===== src/common/ata_tf_pkg.sv =====
// constants, types and decode codes for the task-file register port
// assumes one 250 MHz clock; all pin inputs synchronised inside the block
package ata_tf_pkg;
    localparam logic [2:0] ADDR_DATA = 3'h0;
    localparam logic [2:0] ADDR_ERR_FEAT = 3'h1;
    localparam logic [2:0] ADDR_SECT_CNT = 3'h2;
    localparam logic [2:0] ADDR_SECT_NUM = 3'h3;
    localparam logic [2:0] ADDR_CYL_LO = 3'h4;
    localparam logic [2:0] ADDR_CYL_HI = 3'h5;
    localparam logic [2:0] ADDR_DEV_HEAD = 3'h6;
    localparam logic [2:0] ADDR_STAT_CMD = 3'h7;
    localparam logic [2:0] ADDR_ALT_CTRL = 3'h6;
    localparam logic [3:0] OFS_DUP_EVEN = 4'h8;
    localparam logic [3:0] OFS_DUP_ODD = 4'h9;
    localparam logic [3:0] OFS_DUP_ERR_HI = 4'hC;
    localparam logic [3:0] OFS_DUP_ERR = 4'hD;
    localparam logic [7:0] RST_SECT_CNT = 8'h01;
    localparam logic [7:0] RST_SECT_NUM = 8'h01;
    localparam logic [7:0] RST_CYL_LO = 8'h00;
    localparam logic [7:0] RST_CYL_HI = 8'h00;
    localparam logic [7:0] RST_DEV_HEAD = 8'hA0;
    localparam logic [7:0] RST_CTRL = 8'h00;
    localparam logic [7:0] CMD_DIAG = 8'h90;
    localparam int DEV_BIT = 4;
    localparam int SRST_BIT = 2;
    localparam int NIEN_BIT = 1;
    localparam int ST_BSY = 7;
    localparam int ST_DRDY = 6;
    localparam int ST_DSC = 4;
    localparam int ST_DRQ = 3;
    localparam int ST_ERR = 0;
    localparam int CLK_PERIOD_NS = 4;
    localparam int T_DONE_NS = 400;
    localparam int DONE_CYC = T_DONE_NS / CLK_PERIOD_NS;
    typedef enum logic [1:0] {
        PH_IDLE = 2'b00,
        PH_BUSY = 2'b01,
        PH_XFER = 2'b11,
        PH_WAIT = 2'b10
    } phase_t;
    typedef enum logic [3:0] {
        SEL_NONE, SEL_DATA, SEL_ERRF, SEL_SCNT, SEL_SNUM,
        SEL_CLO, SEL_CHI, SEL_DH, SEL_STAT, SEL_ALT
    } sel_t;
    typedef enum logic [1:0] {
        LANE_WORD, LANE_LO, LANE_ODD_LO, LANE_HI
    } lane_t;
endpackage


===== src/rtl/ata_task_file_decode.sv =====
// task-file register port of a flash disk: decode, registers, busy/drq sequencing
// assumes host pins are asynchronous and slow against the 250 MHz clock
`timescale 1ns/10ps
module ata_task_file_decode
    import ata_tf_pkg::*;
#(
    parameter int WCNT_W = 16
) (
    input wire logic clk,
    input wire logic rst,
    input wire logic cs0_n,
    input wire logic cs1_n,
    input wire logic [2:0] da,
    input wire logic dior_n,
    input wire logic diow_n,
    input wire logic ce_lo_n,
    input wire logic ce_hi_n,
    input wire logic [3:0] card_addr,
    input wire logic card_rd_n,
    input wire logic card_wr_n,
    input wire logic dev_id,
    input wire logic [15:0] dd_in,
    output logic [15:0] dd_out,
    output logic dd_oe_n,
    output logic intrq,
    output logic intrq_oe_n,
    output logic busy,
    output logic drq,
    output logic cmd_valid,
    output logic [7:0] cmd_code,
    output logic [7:0] features,
    output logic [7:0] sect_cnt,
    output logic [7:0] sect_num,
    output logic [7:0] cyl_lo,
    output logic [7:0] cyl_hi,
    output logic [7:0] dev_head,
    input wire logic core_done,
    input wire logic [7:0] core_err,
    input wire logic core_block,
    input wire logic [WCNT_W-1:0] core_block_words,
    input wire logic core_last_block,
    input wire logic [15:0] data_rd,
    output logic data_rd_ack,
    output logic data_wr_valid,
    output logic [15:0] data_wr
);
    typedef struct packed {
        logic [31:0] s1;
        logic [31:0] s2;
        logic rd_prev;
        logic wr_prev;
        phase_t phase;
        logic [WCNT_W-1:0] words;
        logic [7:0] done_cnt;
        logic pend;
        logic [7:0] err;
        logic [7:0] feat;
        logic [7:0] scnt;
        logic [7:0] snum;
        logic [7:0] clo;
        logic [7:0] chi;
        logic [7:0] dh;
        logic [7:0] ctrl;
        logic [7:0] cmd;
        logic cmd_v;
        logic [7:0] even;
        logic [15:0] wdata;
        logic wvalid;
        logic rack;
        logic [15:0] dout;
        logic oe_n;
    } state_t;

    state_t st_q, st_d;

    // pin fields after the two-stage synchroniser
    logic s_cs0_n, s_cs1_n, s_dior_n, s_diow_n, s_ce_lo_n, s_ce_hi_n, s_crd_n, s_cwr_n, s_dev;
    logic [2:0] s_da;
    logic [3:0] s_ofs;
    logic [15:0] s_dd;
    assign {s_cs0_n, s_cs1_n, s_da, s_dior_n, s_diow_n, s_dd} = st_q.s2[31:9];
    assign {s_ce_lo_n, s_ce_hi_n, s_ofs, s_crd_n, s_cwr_n, s_dev} = st_q.s2[8:0];

    // task-file address to register, shared by both access paths
    function automatic sel_t cmd_sel(input logic [2:0] a);
        case (a)
            ADDR_DATA: cmd_sel = SEL_DATA;
            ADDR_ERR_FEAT: cmd_sel = SEL_ERRF;
            ADDR_SECT_CNT: cmd_sel = SEL_SCNT;
            ADDR_SECT_NUM: cmd_sel = SEL_SNUM;
            ADDR_CYL_LO: cmd_sel = SEL_CLO;
            ADDR_CYL_HI: cmd_sel = SEL_CHI;
            ADDR_DEV_HEAD: cmd_sel = SEL_DH;
            ADDR_STAT_CMD: cmd_sel = SEL_STAT;
            default: cmd_sel = SEL_NONE;
        endcase
    endfunction

    sel_t sel;
    lane_t lane;
    logic ata_acc, card_acc;
    always_comb begin
        sel = SEL_NONE;
        lane = LANE_LO;
        ata_acc = !s_cs0_n || !s_cs1_n;
        card_acc = !s_ce_lo_n || !s_ce_hi_n;
        if (ata_acc) begin
            if (!s_cs0_n && s_cs1_n) begin
                sel = cmd_sel(s_da);
                lane = (sel == SEL_DATA) ? LANE_WORD : LANE_LO;
            end else if (s_cs0_n && s_da == ADDR_ALT_CTRL) begin
                sel = SEL_ALT;
            end
            // both selects, other control addresses, and 111 stay unanswered
        end else if (card_acc) begin
            if (!s_ce_lo_n && !s_ce_hi_n) begin
                if (s_ofs[3:1] == 3'b000 || s_ofs[3:1] == OFS_DUP_EVEN[3:1]) begin
                    sel = SEL_DATA;
                    lane = LANE_WORD;
                end else if (s_ofs[3:1] == OFS_DUP_ERR_HI[3:1]) begin
                    sel = SEL_ERRF;
                    lane = LANE_HI;
                end
            end else if (!s_ce_lo_n) begin
                if (s_ofs == 4'h0 || s_ofs == OFS_DUP_EVEN) begin
                    sel = SEL_DATA;
                end else if (s_ofs == OFS_DUP_ODD) begin
                    sel = SEL_DATA;
                    lane = LANE_ODD_LO;
                end else if (s_ofs == OFS_DUP_ERR) begin
                    sel = SEL_ERRF;
                end else if (!s_ofs[3]) begin
                    sel = cmd_sel(s_ofs[2:0]);
                end
            end else begin
                lane = LANE_HI;
                if (s_ofs == OFS_DUP_EVEN || s_ofs == OFS_DUP_ODD) begin
                    sel = SEL_DATA;
                end else if (s_ofs[3:1] == 3'b000 || s_ofs[3:1] == OFS_DUP_ERR_HI[3:1]) begin
                    sel = SEL_ERRF;
                end
            end
        end
    end

    logic rd_lvl, wr_lvl, rd_end, wr_end, dev_sel, err_bit;
    logic [7:0] status, rval, wbyte;
    always_comb begin
        rd_lvl = !s_dior_n || !s_crd_n;
        wr_lvl = !s_diow_n || !s_cwr_n;
        rd_end = st_q.rd_prev && !rd_lvl;
        wr_end = st_q.wr_prev && !wr_lvl;
        dev_sel = (st_q.dh[DEV_BIT] == s_dev);
        err_bit = |st_q.err;
        status = 8'h00;
        status[ST_BSY] = (st_q.phase == PH_BUSY) || (st_q.phase == PH_WAIT);
        status[ST_DRQ] = (st_q.phase == PH_XFER);
        status[ST_DRDY] = 1'b1;
        status[ST_DSC] = 1'b1;
        status[ST_ERR] = err_bit;
        wbyte = (lane == LANE_HI) ? s_dd[15:8] : s_dd[7:0];
        case (sel)
            SEL_ERRF: rval = st_q.err;
            SEL_SCNT: rval = st_q.scnt;
            SEL_SNUM: rval = st_q.snum;
            SEL_CLO: rval = st_q.clo;
            SEL_CHI: rval = st_q.chi;
            SEL_DH: rval = st_q.dh;
            SEL_STAT: rval = status;
            SEL_ALT: rval = status;
            default: rval = 8'h00;
        endcase
    end

    always_comb begin
        st_d = st_q;
        st_d.s1 = {cs0_n, cs1_n, da, dior_n, diow_n, dd_in,
                   ce_lo_n, ce_hi_n, card_addr, card_rd_n, card_wr_n, dev_id};
        st_d.s2 = st_q.s1;
        st_d.rd_prev = rd_lvl;
        st_d.wr_prev = wr_lvl;
        st_d.cmd_v = 1'b0;
        st_d.wvalid = 1'b0;
        st_d.rack = 1'b0;
        st_d.err = core_err;
        // read data held in a flop while the strobe is low
        st_d.oe_n = 1'b1;
        st_d.dout = 16'h0000;
        if (rd_lvl && sel != SEL_NONE && dev_sel) begin
            st_d.oe_n = 1'b0;
            if (sel == SEL_DATA) begin
                case (lane)
                    LANE_WORD: st_d.dout = data_rd;
                    LANE_LO: st_d.dout = {8'h00, data_rd[7:0]};
                    LANE_ODD_LO: st_d.dout = {8'h00, data_rd[15:8]};
                    default: st_d.dout = {data_rd[15:8], 8'h00};
                endcase
            end else begin
                st_d.dout = (lane == LANE_HI) ? {rval, 8'h00} : {8'h00, rval};
            end
        end
        // data-port word completes on word access or the odd byte
        if (st_q.phase == PH_XFER && sel == SEL_DATA && dev_sel) begin
            if (rd_end && lane != LANE_LO) begin
                st_d.rack = 1'b1;
                st_d.words = st_q.words - 1'b1;
            end
            if (wr_end) begin
                if (lane == LANE_LO) begin
                    st_d.even = s_dd[7:0];
                end else begin
                    st_d.wvalid = 1'b1;
                    case (lane)
                        LANE_WORD: st_d.wdata = s_dd;
                        LANE_ODD_LO: st_d.wdata = {s_dd[7:0], st_q.even};
                        default: st_d.wdata = {s_dd[15:8], st_q.even};
                    endcase
                    st_d.words = st_q.words - 1'b1;
                end
            end
        end
        if (rd_end && sel == SEL_STAT && dev_sel) begin
            st_d.pend = 1'b0;
        end
        if (wr_end) begin
            case (sel)
                SEL_ERRF: st_d.feat = wbyte;
                SEL_SCNT: st_d.scnt = wbyte;
                SEL_SNUM: st_d.snum = wbyte;
                SEL_CLO: st_d.clo = wbyte;
                SEL_CHI: st_d.chi = wbyte;
                SEL_DH: st_d.dh = wbyte;
                SEL_ALT: st_d.ctrl = wbyte;
                SEL_STAT: begin
                    if (dev_sel) begin
                        st_d.cmd = wbyte;
                        st_d.cmd_v = 1'b1;
                        st_d.pend = 1'b0;
                        st_d.phase = PH_BUSY;
                    end
                end
                default: st_d = st_d;
            endcase
        end
        // command sequencing; busy or drq never both low while running
        case (st_q.phase)
            PH_BUSY: begin
                if (core_done) begin
                    st_d.phase = PH_IDLE;
                    st_d.pend = 1'b1;
                    if (st_q.cmd == CMD_DIAG) begin
                        st_d.scnt = RST_SECT_CNT;
                        st_d.snum = RST_SECT_NUM;
                        st_d.clo = RST_CYL_LO;
                        st_d.chi = RST_CYL_HI;
                        st_d.dh = RST_DEV_HEAD;
                    end
                end else if (core_block) begin
                    st_d.phase = PH_XFER;
                    st_d.words = core_block_words;
                    st_d.pend = 1'b1;
                end
            end
            PH_XFER: begin
                if (st_d.words == '0) begin
                    st_d.phase = core_last_block ? PH_WAIT : PH_BUSY;
                    st_d.done_cnt = 8'h00;
                end
            end
            PH_WAIT: begin
                // final status must land inside the window even if the core is late
                // margin covers two sync stages and the strobe edge detect
                st_d.done_cnt = st_q.done_cnt + 8'h01;
                if (core_done || st_q.done_cnt >= 8'(DONE_CYC - 4)) begin
                    st_d.phase = PH_IDLE;
                    st_d.pend = 1'b1;
                end
            end
            default: st_d.phase = st_d.phase;
        endcase
        if (st_q.ctrl[SRST_BIT]) begin
            st_d.phase = PH_IDLE;
            st_d.pend = 1'b0;
            st_d.scnt = RST_SECT_CNT;
            st_d.snum = RST_SECT_NUM;
            st_d.clo = RST_CYL_LO;
            st_d.chi = RST_CYL_HI;
            st_d.dh = RST_DEV_HEAD;
        end
    end

    always_ff @(posedge clk) begin
        if (rst) begin
            st_q <= '0;
            st_q.s1 <= '1;
            st_q.s2 <= '1;
            st_q.phase <= PH_IDLE;
            st_q.scnt <= RST_SECT_CNT;
            st_q.snum <= RST_SECT_NUM;
            st_q.clo <= RST_CYL_LO;
            st_q.chi <= RST_CYL_HI;
            st_q.dh <= RST_DEV_HEAD;
            st_q.ctrl <= RST_CTRL;
            st_q.oe_n <= 1'b1;
        end else begin
            st_q <= st_d;
        end
    end

    assign dd_out = st_q.dout;
    assign dd_oe_n = st_q.oe_n;
    assign intrq = st_q.pend;
    assign intrq_oe_n = !(st_q.pend && dev_sel && !st_q.ctrl[NIEN_BIT]);
    assign busy = (st_q.phase == PH_BUSY) || (st_q.phase == PH_WAIT);
    assign drq = (st_q.phase == PH_XFER);
    assign cmd_valid = st_q.cmd_v;
    assign cmd_code = st_q.cmd;
    assign features = st_q.feat;
    assign sect_cnt = st_q.scnt;
    assign sect_num = st_q.snum;
    assign cyl_lo = st_q.clo;
    assign cyl_hi = st_q.chi;
    assign dev_head = st_q.dh;
    assign data_rd_ack = st_q.rack;
    assign data_wr_valid = st_q.wvalid;
    assign data_wr = st_q.wdata;
endmodule


===== config.mk =====
export PLATFORM = sky130hd
export DESIGN_NAME = ata_task_file_decode
export DESIGN_NICKNAME = d
export VERILOG_FILES = /design/src/common/ata_tf_pkg.sv /design/src/rtl/ata_task_file_decode.sv
export SDC_FILE = /design/constraint.sdc
export NUM_CORES = 1
export LEC_CHECK = 0
export ABC_AREA = 1
export BUFFER_PORTS_ARGS = -buffer_cell sky130_fd_sc_hd__buf_4
export CORE_MARGIN = 3
export CORE_UTILIZATION = 40
export CTS_CLUSTER_DIAMETER = 30
export DETAILED_ROUTE_END_ITERATION = 12
export GPL_ROUTABILITY_DRIVEN = 0
export GPL_TIMING_DRIVEN = 0
export PLACE_DENSITY = 0.61
export REMOVE_ABC_BUFFERS = 1
export SYNTH_ARGS = -nofsm -noshare
export SYNTH_HDL_FRONTEND = slang
export SYNTH_SLANG_ARGS = --single-unit
export TNS_END_PERCENT = 20

===== constraint.sdc =====
create_clock -name clk -period 2.3 [get_ports clk]
set_input_delay 0.46 -clock clk [delete_from_list [all_inputs] [get_ports clk]]
set_output_delay 0.46 -clock clk [all_outputs]
set_load 0.01 [all_outputs]

=== After elaboration in Yosys (flattened, before gate mapping) ===
Memories as Yosys holds them, arrays and structs flattened. A register that Yosys moved wholly into a read port is not among the register bits.
Cells that the tools add are included.

* Register bits: 209
* Bits in read-only memories: 64
* Word-level logic and storage cells: 180
* Memories kept: 2

* Add/sub/neg operators: 2
* Order comparisons: 1
* Equal/unequal tests: 25
* Multiplexer cells: 76
* Bitwise gates (word level): 2
* Reduce and logical (&&, ||, !) cells: 48

{| class="wikitable"
|+ Memory list
! name !! depth !! width !! rd ports !! clocked after memory_dff !! write ports !! line !! source
|-
| (name not given) || 8 || 4 || 1 || 1 || 0 || ata_task_file_decode.sv:86 || <nowiki>case (a)</nowiki>
|-
| (name not given) || 8 || 4 || 1 || 1 || 0 || ata_task_file_decode.sv:86 ||
|}

{| class="wikitable"
|+ Operator list
! operator !! number
|-
| $mux 143 || 1
|-
| $mux 16 || 8
|-
| $mux 40 || 3
|-
| $mux 8 || 10
|-
| $pmux 8 s7 || 1
|-
| $mux 4 || 12
|-
| $pmux 16 s3 || 1
|-
| $mux 2 || 18
|-
| $mux 17 || 2
|-
| $pmux 16 s2 || 1
|-
| $mux 26 || 1
|-
| $mux 25 || 1
|-
| $eq 4x4->1 const B || 5
|-
| $mux 18 || 1
|-
| $mux 9 || 2
|-
| $eq 4x3->1 const B || 4
|-
| $logic_not 16->1 || 1
|-
| $pmux 8 s2 || 1
|-
| $sub 16x1->16 const B || 1
|-
| $logic_and 1x1->1 || 14
|-
| $logic_not 1->1 || 12
|-
| $logic_or 1x1->1 || 10
|-
| $eq 3x3->1 const B || 3
|-
| $mux 1 || 9
|-
| other kinds (22) || 32
|}

=== Logic depth before layout (Yosys ltp) ===
* Depth after elaboration: 18
* Depth in mapped cells: 22
* Depth with buffers taken out: 22

=== Worst setup path after synthesis ===
Ideal clock, no wire load.

* Kind: reg2reg
* Start: register st_q[142] in the netlist's numbering
* End: register st_q[118] in the netlist's numbering
* Setup time: 71 ps
* Data arrival time: 2165 ps
* Required time: 2229 ps
* Setup slack: 64 ps
* Cell stages (with the launch flop): 15
* Buffers on the path: 1
* Path through: dfxtp_1 > ha_1 > inv_1 > nor2_2 > buf_2 > nand3_1 > nand2_1 > nand2_1 > nor2_1 > nand2_1 > nor2_2 > nand2_2 > nand2_4 > nand3_1 > a21oi_1

* Longest elaborated chain between the ends: 8
* Elaborated cells between the ends (all ways): 9

{| class="wikitable"
|+ RTL lines
! item !! line !! source
|-
| start, declared || ata_task_file_decode.sv:74 || <nowiki>state_t st_q, st_d;</nowiki>
|-
| start signal, assigned || ata_task_file_decode.sv:306 || <nowiki>st_q <= st_d;</nowiki>
|-
| $eq 2x2->1 (*) || - ||
|-
| net drq || ata_task_file_decode.sv:28 || <nowiki>output logic drq,</nowiki>
|-
| $logic_and 1x1->1 (2 in series) || ata_task_file_decode.sv:203 || <nowiki>if (st_q.phase == PH_XFER && sel == SEL_DATA && dev_sel) begin</nowiki>
|-
| $mux 16 || ata_task_file_decode.sv:203 ||
|-
| $mux 143 || ata_task_file_decode.sv:225 || <nowiki>if (wr_end) begin</nowiki>
|-
| $logic_not 16->1 || ata_task_file_decode.sv:265 || <nowiki>if (st_d.words == '0) begin</nowiki>
|-
| $mux 8 || ata_task_file_decode.sv:265 ||
|-
| $pmux 8 s2 (*) || ata_task_file_decode.sv:246 || <nowiki>case (st_q.phase)</nowiki>
|}

The timed path passes the listed nets; every way through them passes the cells marked *.
A chain may end at the register's enable or synchronous reset.

=== Worst setup path in the final report ===
* Start: register st_q, in the netlist dev_head[4]
* End: register st_q[117] in the netlist's numbering

* Longest elaborated chain between the ends: 7

{| class="wikitable"
|+ RTL lines
! item !! line !! source
|-
| $eq 1x1->1 || ata_task_file_decode.sv:153 || <nowiki>dev_sel = (st_q.dh[DEV_BIT] == s_dev);</nowiki>
|-
| $logic_and 1x1->1 || ata_task_file_decode.sv:203 ||
|-
| $mux 16 || ata_task_file_decode.sv:203 ||
|-
| $mux 143 || ata_task_file_decode.sv:225 ||
|-
| $logic_not 16->1 || ata_task_file_decode.sv:265 ||
|-
| $mux 8 || ata_task_file_decode.sv:265 ||
|-
| $pmux 8 s2 || ata_task_file_decode.sv:246 ||
|}

No other way between the ends.

==> results.md <==
- Global routing used 34.4% of the available met2 tracks.
- The hold violation total from the final report came to 0.
- The post-route clock skew is 28.2 ps.
- The number of synthesized flops with an enable pin is 0.
- In this run the most used layer during global routing was met2.
- The number of antenna repair diodes is 0.
- For the worst-skew pair, the clock arrives at the later sink with an insertion delay of 540 ps.
- Summed over all layers, the routed wires come to 28300 um.
- The number of antenna violations at the first check in global routing is 0.
- The number of clock buffers added by TritonCTS is 46.
- The synthesized netlist contains 41 unique library cells.
- The smallest clock period supported by the final layout is computed as between 2000 and 3000 ps.
- The count of warnings emitted by yosys is 0.
- By area the synthesized netlist is led by dfxtp_1, nand2_1, buf_4.
- Setup repair after global routing could not meet its margin everywhere.
- The die boundary width is approximately 160 um.
- For this run, global-route usage on met3 was measured as 4.69%.
- After synthesis, the most frequently instantiated cells are dfxtp_1, nand2_1, inv_1, nor2_1, o21ai_0.
- During placement, the flow inserted port buffers numbering 172.
- The number of clock sinks is 211.
- Entering global routing, the biggest net connects 114 pins.
- The total iterations of the first detailed-routing run is 5.
- Across the VDD grid, the largest voltage drop is 0.588 mV.
- Summed over all cells, the static leakage comes to between 5 and 6 nW.
- The flow ran to the end, but the final reports show violations.
- The die covers 0.0260 mm2.
- After detailed routing, the number of remaining DRC violations is 0.
- Measured against its own limit, the worst slew margin works out to between 30% and 40%.
- The power density normalized to cell area is 875 mW/mm2.
- The total of flip-flops plus latches after synthesis is 211.
- The most common cell in the synthesized netlist is dfxtp_1.
- The area of the core region is 0.0235 mm2.
- The via count of the first global-routing pass is 8498.
- STA classifies the critical path startpoint as a flop.
- Before CTS, the worst setup slack after placement is -1480 ps.
- The initialized floorplan defines 56 standard-cell rows.
- For this block, the initial DRC count from the detailed router was 509.
- The total number of vias is 8821.
- After legalization and detailed placement, the total HPWL measured 18100 um.
- The number of pins with negative max-slew slack in the final report is 0.
- The portion of the clock cycle consumed by the worst path in the final layout is 111%.
- The endpoint class of the critical path is a flop.
- The transition time at the pin with the least slew margin is 1030 ps.
- The fraction of final layout cells with drive strength greater than 1 is approximately a third.
- The clock passes through at most 3 buffers.
- The CTS H-tree depth is 2.
- The clock root buffer is clkbuf_16.
- The via count normalized by instance count is around 5.
- The routed wire length per instance is 16.0 um.
- In the final design database the tool counted 1501 nets.
- Averaged over all synthesized cells, the footprint is approximately 7.5 um2.
- Counting the fill cells in the layout gives 2275.
- The synthesized design spends more area on one cell type than any other, namely dfxtp_1.
- Power comes to 11.3 mW.
- Across every metal layer, demand over resource in global routing totals 20.8%.
- The data arrival time of the critical path is 2990 ps.
- The met1 track utilization from global routing is 26.9%.
- The cell area that synthesis handed to floorplanning was 0.00963 mm2.
- The clock transition time at the flip-flop clock pins of the worst setup and hold paths is 50 ps.
- The first global-routing pass estimated 44000 um of wire.
- The die is 161 um tall.
- Once the floorplan was initialized, standard cells occupied 40.9% of the core.
- The type of the worst setup path is reg -> reg.
- The checks that failed: setup timing.
- Counting every instance in the synthesized netlist gives 1287.
- The type of the tightest min-delay check is in -> reg.
- The post-synthesis to final-layout area growth is 34.2%.
- STA puts the critical path data required time at between 2000 and 3000 ps.
- In this run the remaining antenna-violating nets after routing total 0.
- Cells fill 54.9% of the core in the end.
- In the synthesized netlist the dominant register cell turns out to be dfxtp_1.
- In this run the biggest area consumer among cell types represents 43.8% of the synthesized area.
- In the synthesized netlist the async set-or-reset flop fraction comes to 0%.
- The timing-limited maximum frequency is 392 MHz.
- The tool flagged a number of max-cap violations equal to 0.
- The final setup violation count is 10.
- Across all setup checks in the final design, the least slack found is -254 ps.
- Of all nets on the critical path, the largest fanout is 14.
- TritonCTS built the clock tree.
- Global routing finished with a remaining overflow of 0.
- Pin placement for this block handled 173 I/O pins.
- The share of the Yosys chip area taken by registers is 43.8%.
repair_timing:
item / 4_1_cts / 5_1_grt
pin swaps: 28 / 17
gates resized for setup: 81 / 57
endpoints found under the hold margin: 0 / 0
cloned: 6 / 1
hold buffers: 0 / 0
buffers inserted: 24 / 11
endpoints found under the setup margin: 128 / 125
layer usage:
| layer | up-vias | part of all wire (%) |
|---|---|---|
| met5 | - | 0 |
| met4 | 0 | 3.1 |
| met3 | 59 | 6.8 |
| met2 | 285 | 47 |
| met1 | 4100 | 43 |
| li1 | 4377 | - |
critical path, cell delays in order (launching register included):
cell	delay, ps
dfxtp_1	480
xnor2_1	180
inv_1	300
nor2_4	80
buf_12	160
nand2_2	150
inv_1	130
nand2_1	90
nand2_1	60
nor2_1	100
nand2_1	110
nor2_4	190
nand2_4	100
nand2_8	100
nand3_1	100
a21oi_2	150
flip-flops by register name, summed over array words and instances, names as in the netlist, 3 cells and up, named ones only:
name / flops
st_q: 78
data_wr: 16
dd_out: 16
s_dd: 16
cmd_code: 8
cyl_hi: 8
cyl_lo: 8
dev_head: 8
features: 8
sect_cnt: 8
sect_num: 8
s_ofs: 4
s_da: 3
worst paths after layout:
kind | from | to | slack (ps) | depth (start not counted)
max | dev_head[4] | st_q[117] | -250 | 15
min | dd_in[3] | st_q[189] | 100 | 2
max reg2reg | dev_head[4] | st_q[117] | -250 | 15
min reg2reg | st_q[179] | s_crd_n | 400 | 1
through the flow:
step           setup TNS, ps  cell area (um2)  hold WS [ps]  cells
2_1_floorplan         -14600             8770           385   1150
3_3_place_gp         -138090            10500           391   1641
3_5_place_dp         -102920            10500           394   1642
4_1_cts                -2940            12600          82.4   1756
5_1_grt                -9770            12900          89.9   1768
6_report               -2070            12900           103   1768
cells by family after synthesis:
group | count (synthesis) | synth area share (%)
xor gates and xnor gates | 8 | 0.727
buffers and inverters | 297 | 15.2
DFF | 211 | 43.8
and+or+nand+nor | 492 | 23.5
AOI/OAI and AO/OA | 268 | 15.3
adders and majority gates | 11 | 1.43
cell usage in the layout (no fill, tap or decap), types with 7 or more instances in the layout:
cell	netlist	final
nor2_2	4	14
clkbuf_8	0	10
o21ai_0	114	105
or2_2	64	64
clkbuf_16	0	46
a31oi_1	17	17
o21ai_4	0	8
nand2_2	6	14
buf_4	88	196
clkbuf_1	42	9
a21oi_1	93	88
inv_1	154	143
nor2_4	1	13
clkinv_2	0	9
inv_2	3	9
nand4_1	20	20
a32oi_1	7	7
nand3_2	1	8
nor2_1	123	106
nand2_4	1	7
ha_1	11	10
dfxtp_1	211	204
buf_12	0	7
nand3_1	69	60
o22ai_1	7	7
nand2_1	187	171
final cells by class:
class	instances	area [um2]	area share, %
tap	319	399	3.09
clock inverter	19	184	1.42
timing repair inverter	1	5.00	0.0387
multi-input combinational	785	4470	34.5
timing repair buffer	208	1680	13.0
inverter	160	626	4.84
sequential	211	4240	32.8
clock buffer	65	1320	10.2
report_power, final:
group / leakage, nW / switching, mW / internal, mW / total, mW
Combinational: 3.21 / 0.782 / 0.462 / 1.24
Clock: 0.742 / 2.07 / 4.12 / 6.19
Sequential: 1.72 / 0.0845 / 3.79 / 3.87
Note: power is estimated with default switching activity, not from simulation.
